===== config.mk =====
export PLATFORM = sky130hd
export DESIGN_NAME = shs_top
export DESIGN_NICKNAME = d
export VERILOG_FILES = /design/src/shs_pkg.sv /design/src/shs_sync.sv /design/src/shs_edge.sv /design/src/shs_top.sv
export VERILOG_INCLUDE_DIRS = /design/src
export SDC_FILE = /design/constraint.sdc
export NUM_CORES = 1
export LEC_CHECK = 0
export BUFFER_PORTS_ARGS = -buffer_cell sky130_fd_sc_hd__buf_2
export CAP_MARGIN = 20
export CORE_MARGIN = 1.5
export CORE_UTILIZATION = 58
export DETAILED_ROUTE_END_ITERATION = 8
export GPL_TIMING_DRIVEN = 1
export PLACE_DENSITY = 0.85
export RECOVER_POWER = 50
export SLEW_MARGIN = 15
export SYNTH_ARGS = -nofsm -noshare
export SYNTH_HDL_FRONTEND = slang
export SYNTH_HIERARCHICAL = 1
export SYNTH_SLANG_ARGS = --single-unit

===== constraint.sdc =====
create_clock -name SYS_CLK -period 6.6 [get_ports SYS_CLK]
set_clock_uncertainty 0.05 [all_clocks]
set_input_delay 0.99 -clock SYS_CLK [delete_from_list [all_inputs] [get_ports SYS_CLK]]
set_output_delay 0.99 -clock SYS_CLK [all_outputs]
set_load 0.1 [all_outputs]

===== src/shs_consts.svh =====
// Purpose : constants for the homing and status discrete i/o block
// Assumes : apb byte addresses, 32-bit data, one aligned word per register
// Notes   : register offsets and field values live here, types live in shs_pkg
`ifndef SHS_CONSTS_SVH
`define SHS_CONSTS_SVH
// ==========================================================
// register map
`define SHS_OFS_CTRL      8'h00
`define SHS_OFS_IN_A      8'h04
`define SHS_OFS_IN_B      8'h08
`define SHS_OFS_OUT_ALLOC 8'h0C
`define SHS_OFS_THRESH    8'h10
`define SHS_OFS_STATUS    8'h14
`define SHS_OFS_INT_STAT  8'h18
`define SHS_OFS_INT_MASK  8'h1C
// ==========================================================
// fields and values
`define SHS_ROUTE_HOME    4'h8
`define SHS_THRESH_RST    12'h014
`define SHS_THRESH_MAX    12'hBB8
`define SHS_MODE_MAX      4'hA
`define SHS_NUM_TERM      8
`define SHS_NUM_PAIR      3
`define SHS_NUM_INT       3
`define SHS_INT_DONE      0
`define SHS_INT_FAULT     1
`define SHS_INT_CLEAR     2
`endif


===== src/shs_pkg.sv =====
// Purpose : types for the homing and status discrete i/o block
// Assumes : nothing
// Notes   : gray codes along idle-search-creep-done
package shs_pkg;
   typedef enum logic [1:0] {
      SHS_IDLE   = 2'h0,
      SHS_SEARCH = 2'h1,
      SHS_CREEP  = 2'h3,
      SHS_DONE   = 2'h2
   } shs_state_t;
endpackage


===== src/shs_sync.sv =====
// Purpose : two flip-flop synchroniser for pin inputs
// Assumes : inputs asynchronous to SYS_CLK
// Notes   : first stage is read by the second stage only
`timescale 1ns/10ps
module shs_sync #(
   parameter int W = 1
) (
   input  wire logic         clk,
   input  wire logic         rst_n,
   input  wire logic [W-1:0] d,
   output logic      [W-1:0] q
);
   logic [W-1:0] meta_q;
   always_ff @(posedge clk or negedge rst_n) begin
      if (!rst_n) begin
         meta_q <= '0;
         q      <= '0;
      end else begin
         meta_q <= d;
         q      <= meta_q;
      end
   end
endmodule


===== src/shs_edge.sv =====
// Purpose : rising edge detector
// Assumes : inputs already synchronous
// Notes   : rise is combinational, one cycle wide
`timescale 1ns/10ps
module shs_edge #(
   parameter int W = 1
) (
   input  wire logic         clk,
   input  wire logic         rst_n,
   input  wire logic [W-1:0] d,
   output logic      [W-1:0] rise
);
   logic [W-1:0] prev_q;
   always_ff @(posedge clk or negedge rst_n) begin
      if (!rst_n) begin
         prev_q <= '0;
      end else begin
         prev_q <= d;
      end
   end
   assign rise = d & ~prev_q;
endmodule


===== src/shs_top.sv =====
// Purpose : homing inputs, homing complete routing, fault, rotation, ready
// Assumes : MOTOR_SPEED and FAULT_* come from logic on SYS_CLK
// Notes   : apb slave with zero wait states, error on unmapped offsets
//
// Added by the designer: register access over APB and the register addresses.
`include "shs_consts.svh"
`timescale 1ns/10ps
module shs_top (
   input  wire logic        SYS_CLK,
   input  wire logic        RST_N,
   input  wire logic        PSEL,
   input  wire logic        PENABLE,
   input  wire logic        PWRITE,
   input  wire logic [7:0]  PADDR,
   input  wire logic [31:0] PWDATA,
   output logic      [31:0] PRDATA,
   output logic             PREADY,
   output logic             PSLVERR,
   input  wire logic [7:0]  IN_TERM,
   input  wire logic        ENC_INDEX,
   input  wire logic        LIMIT_FWD,
   input  wire logic        LIMIT_REV,
   input  wire logic        FAULT_CLEAR_IN,
   input  wire logic        PANEL_KEY,
   input  wire logic        MAIN_POWER,
   input  wire logic        SERVO_ON,
   input  wire logic        FAULT_REQ,
   input  wire logic        FAULT_HARD,
   input  wire logic [11:0] MOTOR_SPEED,
   output logic      [2:0]  HOME_DONE_N,
   output logic             HOME_RUN_OUT,
   output logic             HOME_DIR_OUT,
   output logic             HOME_SLOW_OUT,
   output logic             FAULT_INDICATOR_OUT,
   output logic             ROTATION_DETECT_OUT,
   output logic             SERVO_READY_OUT,
   output logic             SERVO_ENABLE_OUT,
   output logic             IRQ
);
   import shs_pkg::*;

   // ==========================================================
   // pin synchronisers and edges
   logic [14:0] pins_s;
   logic [7:0]  term_s;
   logic        idx_s, limf_s, limr_s, clr_s, key_s, pwr_s, son_s;
   logic        homing_start_in, origin_switch_in;
   logic [7:0]  rise;
   logic        start_rise, org_rise, idx_rise, limf_rise, limr_rise;
   logic        clr_rise, key_rise, pwr_rise;

   shs_sync #(.W(15)) u_sync (
      .clk   (SYS_CLK),
      .rst_n (RST_N),
      .d     ({SERVO_ON, MAIN_POWER, PANEL_KEY, FAULT_CLEAR_IN,
               LIMIT_REV, LIMIT_FWD, ENC_INDEX, IN_TERM}),
      .q     (pins_s)
   );
   assign {son_s, pwr_s, key_s, clr_s, limr_s, limf_s, idx_s, term_s} =
      pins_s;

   function automatic logic pick_term(input logic [7:0] t,
                                      input logic [2:0] sel);
      pick_term = t[sel];
   endfunction

   logic [2:0] in_a_q, in_b_q;
   // terminal choice is software's job before homing is asked for
   assign homing_start_in  = pick_term(term_s, in_a_q);
   assign origin_switch_in = pick_term(term_s, in_b_q);

   shs_edge #(.W(8)) u_edge (
      .clk   (SYS_CLK),
      .rst_n (RST_N),
      .d     ({pwr_s, key_s, clr_s, limr_s, limf_s, idx_s,
               origin_switch_in, homing_start_in}),
      .rise  (rise)
   );
   assign {pwr_rise, key_rise, clr_rise, limr_rise, limf_rise, idx_rise,
           org_rise, start_rise} = rise;

   // ==========================================================
   // apb slave
   logic [3:0]  ctrl_q;
   logic [11:0] out_alloc_q;
   logic [11:0] thresh_q;
   logic [2:0]  int_stat_q, int_mask_q, ev;
   logic [31:0] status;
   logic        setup, wr_acc;

   function automatic logic mapped(input logic [7:0] a);
      mapped = (a[1:0] == 2'h0) && (a <= `SHS_OFS_INT_MASK);
   endfunction

   assign setup  = PSEL & ~PENABLE;
   assign wr_acc = PSEL & PENABLE & PREADY & PWRITE & mapped(PADDR);

   always_ff @(posedge SYS_CLK or negedge RST_N) begin
      if (!RST_N) begin
         PREADY  <= 1'b0;
         PSLVERR <= 1'b0;
         PRDATA  <= 32'h0000_0000;
      end else begin
         PREADY <= 1'b1;
         if (setup) begin
            PSLVERR <= ~mapped(PADDR);
            PRDATA  <= 32'h0000_0000;
            if (!PWRITE) begin
               unique case (PADDR)
                  `SHS_OFS_CTRL:      PRDATA <= {28'h0, ctrl_q};
                  `SHS_OFS_IN_A:      PRDATA <= {29'h0, in_a_q};
                  `SHS_OFS_IN_B:      PRDATA <= {29'h0, in_b_q};
                  `SHS_OFS_OUT_ALLOC: PRDATA <= {20'h0, out_alloc_q};
                  `SHS_OFS_THRESH:    PRDATA <= {20'h0, thresh_q};
                  `SHS_OFS_STATUS:    PRDATA <= status;
                  `SHS_OFS_INT_STAT:  PRDATA <= {29'h0, int_stat_q};
                  `SHS_OFS_INT_MASK:  PRDATA <= {29'h0, int_mask_q};
                  default:            PRDATA <= 32'h0000_0000;
               endcase
            end
         end
      end
   end

   always_ff @(posedge SYS_CLK or negedge RST_N) begin
      if (!RST_N) begin
         ctrl_q      <= 4'h0;
         in_a_q      <= 3'h0;
         in_b_q      <= 3'h1;
         out_alloc_q <= 12'h000;
         int_mask_q  <= 3'h0;
      end else if (wr_acc) begin
         unique case (PADDR)
            `SHS_OFS_CTRL:      ctrl_q      <= PWDATA[3:0];
            `SHS_OFS_IN_A:      in_a_q      <= PWDATA[2:0];
            `SHS_OFS_IN_B:      in_b_q      <= PWDATA[2:0];
            `SHS_OFS_OUT_ALLOC: out_alloc_q <= PWDATA[11:0];
            `SHS_OFS_INT_MASK:  int_mask_q  <= PWDATA[2:0];
            default:            ;
         endcase
      end
   end

   // thresholds above the maximum in PWDATA[15:0] clamp; PWDATA bits 31:16 are ignored
   always_ff @(posedge SYS_CLK or negedge RST_N) begin
      if (!RST_N) begin
         thresh_q <= `SHS_THRESH_RST;
      end else if (wr_acc && PADDR == `SHS_OFS_THRESH) begin
         if (PWDATA[15:0] > {4'h0, `SHS_THRESH_MAX}) begin
            thresh_q <= `SHS_THRESH_MAX;
         end else begin
            thresh_q <= PWDATA[11:0];
         end
      end
   end

   // ==========================================================
   // interrupts: set wins over a write-one clear
   logic [2:0] w1c;
   assign w1c = (wr_acc && PADDR == `SHS_OFS_INT_STAT) ?
                PWDATA[2:0] : 3'h0;

   always_ff @(posedge SYS_CLK or negedge RST_N) begin
      if (!RST_N) begin
         int_stat_q <= 3'h0;
         IRQ        <= 1'b0;
      end else begin
         int_stat_q <= (int_stat_q & ~w1c) | ev;
         IRQ        <= |(int_stat_q & int_mask_q);
      end
   end

   // ==========================================================
   // fault status
   logic fault_active_q, fault_hard_q, clr_ok;

   // hard class waits for a power cycle, which is RST_N here
   assign clr_ok = (clr_rise | key_rise) & ~fault_hard_q & ~FAULT_REQ;

   always_ff @(posedge SYS_CLK or negedge RST_N) begin
      if (!RST_N) begin
         fault_active_q <= 1'b0;
         fault_hard_q   <= 1'b0;
      end else begin
         if (FAULT_REQ) begin
            fault_active_q <= 1'b1;
         end else if (clr_ok) begin
            fault_active_q <= 1'b0;
         end
         if (FAULT_REQ && FAULT_HARD) begin
            fault_hard_q <= 1'b1;
         end
      end
   end

   // ==========================================================
   // homing sequencer
   shs_state_t state_q, state_d;
   logic [3:0] mode_act_q;
   logic       dir_q, dir_d, fwd_mode, start_ok, travel_lim;
   logic       decel_ev, same_origin, home_done_q;

   // a new method only lands when main power comes back
   always_ff @(posedge SYS_CLK or negedge RST_N) begin
      if (!RST_N) begin
         mode_act_q <= 4'h0;
      end else if (pwr_rise) begin
         mode_act_q <= ctrl_q;
      end
   end

   assign fwd_mode   = mode_act_q[0];
   assign travel_lim = dir_q ? limf_rise : limr_rise;
   assign start_ok   = start_rise & ~fault_active_q;

   always_comb begin
      decel_ev    = 1'b0;
      same_origin = 1'b0;
      unique case (mode_act_q)
         4'h1, 4'h2: begin
            decel_ev    = org_rise;
            same_origin = 1'b1;
         end
         4'h3, 4'h4: decel_ev = org_rise;
         4'h5, 4'h6: begin
            decel_ev    = idx_rise;
            same_origin = 1'b1;
         end
         4'h7, 4'h8: begin
            decel_ev    = travel_lim;
            same_origin = 1'b1;
         end
         4'h9, 4'hA: decel_ev = travel_lim;
         default:    ;
      endcase
   end

   always_comb begin
      state_d = state_q;
      dir_d   = dir_q;
      unique case (state_q)
         SHS_IDLE, SHS_DONE: begin
            if (start_ok) begin
               if (mode_act_q == 4'h0 || mode_act_q > `SHS_MODE_MAX) begin
                  state_d = SHS_DONE;
               end else begin
                  state_d = SHS_SEARCH;
                  dir_d   = fwd_mode;
               end
            end
         end
         SHS_SEARCH: begin
            if (decel_ev) begin
               state_d = same_origin ? SHS_DONE : SHS_CREEP;
            end else if (travel_lim && mode_act_q <= 4'h6) begin
               dir_d = ~dir_q;
            end
         end
         SHS_CREEP: begin
            if (idx_rise) begin
               state_d = SHS_DONE;
            end
         end
      endcase
      if (fault_active_q) begin
         state_d = SHS_IDLE;
      end
   end

   always_ff @(posedge SYS_CLK or negedge RST_N) begin
      if (!RST_N) begin
         state_q <= SHS_IDLE;
         dir_q   <= 1'b0;
      end else begin
         state_q <= state_d;
         dir_q   <= dir_d;
      end
   end

   assign ev[`SHS_INT_DONE]  = (state_d == SHS_DONE) &&
                               (state_q != SHS_DONE);
   assign ev[`SHS_INT_FAULT] = FAULT_REQ & ~fault_active_q;
   assign ev[`SHS_INT_CLEAR] = clr_ok & fault_active_q;

   // ==========================================================
   // status register and pin outputs
   assign status = {15'h0, home_done_q, mode_act_q, 2'h0, state_q,
                    2'h0, SERVO_READY_OUT, ROTATION_DETECT_OUT,
                    pwr_s, origin_switch_in, fault_hard_q,
                    fault_active_q};

   always_ff @(posedge SYS_CLK or negedge RST_N) begin
      if (!RST_N) begin
         home_done_q   <= 1'b0;
         HOME_RUN_OUT  <= 1'b0;
         HOME_DIR_OUT  <= 1'b0;
         HOME_SLOW_OUT <= 1'b0;
      end else begin
         home_done_q   <= (state_q == SHS_DONE);
         HOME_RUN_OUT  <= (state_q == SHS_SEARCH) ||
                          (state_q == SHS_CREEP);
         HOME_DIR_OUT  <= dir_q;
         HOME_SLOW_OUT <= (state_q == SHS_CREEP);
      end
   end

   // unrouted pairs idle high, i.e. off
   for (genvar p = 0; p < `SHS_NUM_PAIR; p++) begin : g_pair
      always_ff @(posedge SYS_CLK or negedge RST_N) begin
         if (!RST_N) begin
            HOME_DONE_N[p] <= 1'b1;
         end else begin
            HOME_DONE_N[p] <= ~(home_done_q &&
               out_alloc_q[4*p +: 4] == `SHS_ROUTE_HOME);
         end
      end
   end

   always_ff @(posedge SYS_CLK or negedge RST_N) begin
      if (!RST_N) begin
         FAULT_INDICATOR_OUT <= 1'b0;
         ROTATION_DETECT_OUT <= 1'b0;
         SERVO_READY_OUT     <= 1'b0;
         SERVO_ENABLE_OUT    <= 1'b0;
      end else begin
         FAULT_INDICATOR_OUT <= ~fault_active_q;
         ROTATION_DETECT_OUT <= MOTOR_SPEED > thresh_q;
         SERVO_READY_OUT     <= pwr_s & ~fault_active_q;
         SERVO_ENABLE_OUT    <= son_s & pwr_s & ~fault_active_q;
      end
   end
endmodule


==> impl_metrics.yaml, run 1 <==
cts:
  root_buffer: "clkbuf_8"
  cts-root-to-sink-buffers: 2
  clk_pin_slew_ps: 60
  clk_latency_ps: 520
  cts_setup_buffers: 0
  h-tree-depth: 4
  cts_tree: "built"
  cts_buffers: 17
  hold_buffers: 0
  cts_sinks: 118
  cts_resized: 0
setup_path:
  path_class: "input port to async pin"
  critical_path_peak_fanout: 68
  path_buf_inv: 2
  worst_setup_path_end_kind: "async pin"
  cpPeakStageDelay_ps: 1830
  crit_start: "RST_N"
  worstPathRequired_ps: 7100
  r2r-start: "in_a_q[0]"
  path_delay_family: "buffers and inverters"
  cp.arrival_ps: 3790
  slowest_stage: "clkbuf_1"
  path_cells: "clkbuf_1, buf_4"
  worstSetupStartpointType: "input port"
global_routing:
  antenna_found_initial: 0
  overflow: 0
  grt_pass1_wl_um: 18800
  grt_pass1_vias: 3844
  track_usage_pct: 25.2
  grt_max_degree: 69
floorplanning:
  initial_core_util_pct: 60.4
  die_h_um: 98.5
  core_sq_um: 8760
  die_x_um: 98.5
  ios: 119
  dieArea_sq_um: 9710
  row_count: 34
sta:
  setup_violations: 0
  rsz0062_at_grt: "no"
  worstMarginPinSlew_ps: 2620
  period_needed_ps: 3290
  hold_viol: 0
  drv_slew: 52
  finalSetupTns_ps: 0
  period_share_pct: 49.9
  finalWorstSetupSlack_ps: 3310
  holdWs_ps: 296
  relSlewSlack_pct: -74.9
  max_freq_mhz: 304
finish:
  nNetsFinal: 613
  area_delta_synth_final_pct: 18.9
  drive_above_1_share_pct: 33.0
  post-route-util_pct: 71.8
  antenna_cells: 0
  fill_cells: 607
detailed_routing:
  wl_um: 11600
  drt_iter0_drc: 285
  detail_route.wl_per_cell_um: 17.9
  via_per_inst: 5.98
  firstDrtPassIters: 5
  drt.antenna.violating_nets: 0
  met1_length_um: 4610
  routed-wl-met2_um: 5780
  vias: 3873
  wl_met3_um: 840
  top_layer_used: "met4"
  drc_errors: 0
synthesis:
  synth.area.top_cells: "dfrtp_1, mux2_2, dfstp_2, ha_1, a22oi_1"
  ys_seq_elements: 118
  ys_top_cells_by_count: "dfrtp_1, mux2_2, nand2_1, nor2_1"
  synth-edff-count: 0
  netlist_area_sq_um: 5290
  netlist.area_leader.share_pct: 52.9
  postSynthCellCount: 442
  synthArstFlopShare_pct: 100
  synthFlopType: "dfrtp_1"
  synth_cell_types: 58
  yosys.area.top_type: "dfrtp_1"
  synth_most_common_cell: "dfrtp_1"
  yosysSeqAreaShare_pct: 55.9
  ys.warnings.count: 6
  avgSynthCellArea_sq_um: 12.0
pwr:
  vdd.ir_drop.worst_mv: 0.200
  power_mw: 1.76
  p_leak_nw: 3.05
  power_density_nw_per_um2: 280
placed_design:
  post-place-ws_ps: 3380
  routabilityCongestion: 0.860
  dpl.hpwl_um: 8110
  place.port_buffers: 87
worst_hold_path:
  hp-start: "u_sync/meta_q[10]"
  hp-class: "register to register"
job:
  drv.max_cap_violation_count: 1
outcome:
  violations: "max-capacitance violations, max-slew violations"
  status: "finished, violations left"
[cell type report]
| cell class | count | area, sq um | share of cell area [%] |
|---|---|---|---|
| Clock buffer | 17 | 414 | 6.58 |
| Clock inverter | 15 | 168 | 2.66 |
| Inverter | 19 | 71.3 | 1.13 |
| Multi-Input combinational cell | 283 | 2110 | 33.5 |
| Sequential cell | 118 | 2960 | 47.0 |
| Tap cell | 108 | 135 | 2.15 |
| Timing Repair Buffer | 88 | 440 | 7.00 |
[kinds of logic (layout without fill, tap and decap cells)]
group           count (synthesis)  count (layout)  synth area share [%]
flops                         118             118                  55.9
simple gates                  118             118                  13.3
compound gates                 95              95                  12.9
buf+inv                        55             139                  5.13
mux                            41              41                  9.55
fa+ha+maj                      12              12                  2.84
other cells                     2              16                 0.142
xor+xnor                        1               1                 0.165
[through the flow]
step | std cells | area, sq um
final | 648 | 6300
after global routing | 648 | 6300
after CTS | 648 | 6310
after detailed placement | 616 | 5730
after global placement | 616 | 5730
after floorplan | 456 | 5350
[layout by cell type (no fill, tap or decap), types with 3 or more instances in the layout]
master     netlist  final
o21ai_0         16     16
nor2b_4          8      7
inv_1           19     19
nor4b_1          3      3
and2_1           6      4
a221oi_1         3      3
a211oi_1         4      4
or3_1            7      7
a31o_2           3      3
dfrtp_1        112    112
nor2b_1          9     10
clkinv_4         0      4
ha_1            12     12
nand2_1         24     24
nor3_1           6      6
a21o_1           8      8
buf_2            1     85
a21oi_1         12     12
o211ai_1         3      3
inv_6            0      6
nand4_1          5      5
dfstp_2          6      5
a22o_1           8      8
mux2_2          36     34
clkbuf_16        0     16
a22oi_1         17     17
conb_1           2     16
mux4_2           4      4
nand3_1         10     10
a221o_1          4      4
nor2_1          23     23
and3_1           3      3
[power by group]
| part | switching [mW] | internal (mW) | total (mW) |
|---|---|---|---|
| Sequential | 0.00993 | 0.740 | 0.750 |
| Combinational | 0.0884 | 0.0301 | 0.119 |
| Clock | 0.351 | 0.545 | 0.896 |
| Total | 0.449 | 1.32 | 1.76 |
[per-layer routing]
layer	global-route usage [%]	up-vias
met5	0	-
met4	11.4	0
met3	6.52	31
met2	41.7	185
met1	31.3	1916
li1	-	1741
[state kept, by name (all words and copies together) (netlist names), 2 cells and up]
register / cells
HOME_DONE_N: 3
PRDATA: 17
ctrl_q: 4
in_a_q: 3
in_b_q: 3
int_mask_q: 3
int_stat_q: 3
mode_act_q: 4
out_alloc_q: 12
state_q: 2
thresh_q: 12
u_edge/prev_q: 8
u_sync/meta_q: 15
u_sync/q: 15
[worst paths after layout]
| path | slack (ps) | depth (start not counted) | endpoint |
|---|---|---|---|
| max | 3310 | 2 | mode_act_q[0] |
| min | 300 | 0 | u_sync/q[10] |
| max reg2reg | 3760 | 8 | int_stat_q[0] |
| min reg2reg | 300 | 0 | u_sync/q[10] |
| max in group SYS_CLK | 3760 | 8 | int_stat_q[0] |
| min in group asynchronous | 1250 | 1 | u_sync/q[10] |
Power figures use the tool's default switching activity.
==> inputs of run 2 (changes only) <==
--- a/config.mk
+++ b/config.mk
@@ -9,10 +9,10 @@
 export BUFFER_PORTS_ARGS = -buffer_cell sky130_fd_sc_hd__buf_2
 export CAP_MARGIN = 20
 export CORE_MARGIN = 1.5
-export CORE_UTILIZATION = 58
+export CORE_UTILIZATION = 54
 export DETAILED_ROUTE_END_ITERATION = 8
 export GPL_TIMING_DRIVEN = 1
-export PLACE_DENSITY = 0.85
+export PLACE_DENSITY = 0.8
 export RECOVER_POWER = 50
 export SLEW_MARGIN = 15
 export SYNTH_ARGS = -nofsm -noshare
==> constraint.sdc (replaced) <==
create_clock -name SYS_CLK -period 3.4 [get_ports SYS_CLK]
set_clock_uncertainty 0.05 [all_clocks]
set_input_delay 0.51 -clock SYS_CLK [delete_from_list [all_inputs] [get_ports SYS_CLK]]
set_output_delay 0.51 -clock SYS_CLK [all_outputs]
set_load 0.1 [all_outputs]
==> impl_metrics.yaml, run 2 (same netlist as run 1, synthesis figures left out) <==
detailed_routing:
  vias: 3847
  wl_um: 12100
  drt_iter0_drc: 189
  firstDrtPassIters: 4
  drt.antenna.violating_nets: 0
  detail_route.wl_per_cell_um: 18.0
  drc_errors: 0
  via_per_inst: 5.72
floorplanning:
  initial_core_util_pct: 56.5
  dieArea_sq_um: 10400
  ios: 119
  row_count: 35
  die_h_um: 102
  core_sq_um: 9370
  die_x_um: 102
pwr:
  power_density_nw_per_um2: 545
  p_leak_nw: 3.09
  vdd.ir_drop.worst_mv: 0.420
setup_path:
  cp.arrival_ps: 3170
  path_class: "register to register"
  worstPathRequired_ps: 3750
  critical_path_peak_fanout: 7
  worstSetupStartpointType: "register"
  worst_setup_path_end_kind: "register"
worst_hold_path:
  hp-class: "input port to register"
job:
  drv.max_cap_violation_count: 1
sta:
  drv_slew: 67
  finalWorstSetupSlack_ps: 573
  max_freq_mhz: 354
  rsz0062_at_grt: "no"
  finalSetupTns_ps: 0
  period_share_pct: 83.2
  setup_violations: 0
  period_needed_ps: 2830
  holdWs_ps: 45.9
  worstMarginPinSlew_ps: 1540
  hold_viol: 0
  relSlewSlack_pct: -2.91
finish:
  nNetsFinal: 616
  regMostFlops: "PRDATA"
  largestRegisters: "PRDATA: 17 flops, u_sync/meta_q: 15 flops, u_sync/q: 15 flops"
  largest_reg_flops: 17
  antenna_cells: 0
  fill_cells: 680
  final_cell_mix: "dfrtp_1, buf_2, mux2_2, nand2_1, nor2_1"
  drive_above_1_share_pct: 33.7
  area_delta_synth_final_pct: 20.2
  layout_commonest_cell: "dfrtp_1"
outcome:
  violations: "max-capacitance violations, max-slew violations"
  status: "finished, violations left"
cts:
  hold_buffers: 0
  root_buffer: "clkbuf_8"
  cts_setup_buffers: 0
  cts_resized: 0
  h-tree-depth: 4
  cts-root-to-sink-buffers: 2
  cts_buffers: 17
  clk_pin_slew_ps: 60
  cts_tree: "built"
  clk_latency_ps: 520
  cts_sinks: 118
global_routing:
  track_usage_pct: 25.5
  antenna_found_initial: 0
  grt_max_degree: 67
  grt_pass1_wl_um: 19500
  overflow: 0
  grt_pass1_vias: 3828
placed_design:
  dpl.hpwl_um: 8090
  post-place-ws_ps: 688
  place.port_buffers: 87
  routabilityCongestion: 0.854
[run 2: changes by cell type in the layout (fill, tap and decap cells not counted), sizes merged]
cell	previous run	this run
bufinv	2	3
clkinv	5	4
clkinvlp	2	1
clkbuf	19	26
inv	25	19
buf	86	89
[run 2: final timing paths]
check / start / to / slack (ps) / cells after the start
min reg2reg: u_sync/meta_q[6] / u_sync/q[6] / 290 / 0
max reg2reg: in_a_q[0] / int_stat_q[0] / 570 / 8
max: in_a_q[0] / int_stat_q[0] / 570 / 8
min in group asynchronous: RST_N / u_sync/meta_q[12] / 330 / 1
max in group asynchronous: RST_N / PRDATA[0] / 1010 / 2
min: SERVO_ON / u_sync/meta_q[14] / 50 / 1
[run 2: area by class of cell]
type | count | area (sq um) | share of cell area (%)
clock buffers | 24 | 470 | 7.39
clock inverters | 8 | 121 | 1.91
inverters | 19 | 71.3 | 1.12
multi-input cells | 283 | 2110 | 33.2
flip-flops and latches | 118 | 2960 | 46.5
well taps | 129 | 161 | 2.54
repair buffers | 91 | 463 | 7.28
[run 2: metal layers]
layer | wire length [um] | part of all wire (%) | global-route usage, % | vias up
li1 | - | - | - | 1749
met1 | 5030 | 42 | 32.5 | 1902
met2 | 6090 | 50 | 41.8 | 169
met3 | 705 | 5.8 | 5.75 | 27
met4 | 274 | 2.3 | 11.7 | 0
met5 | 0 | 0 | 0 | -
[run 2: through the flow]
step | utilization, % | instances | area, sq um | power, mW
finish | 67.9 | 672 | 6360 | 3.47
CTS | 68.1 | 672 | 6380 | 3.48
global route | 67.9 | 672 | 6360 | 3.58
floorplan | - | 456 | 5350 | 1.63
global placement | 61.8 | 640 | 5790 | 1.71
detailed placement | 61.8 | 640 | 5790 | 1.72
[run 2: report_power, final]
group	switching, mW	internal [mW]	total (mW)
logic	0.174	0.0602	0.234
registers	0.0210	1.44	1.46
clock network	0.603	1.17	1.77
total	0.797	2.67	3.47
[run 2: critical path, cell delays in order, from the launching register on]
cell	delay, ps
dfrtp_1	440
mux4_2	380
mux2_2	190
nor2b_4	160
nor3b_1	640
o22ai_1	190
a221oi_1	280
nand2_1	130
a32o_1	250
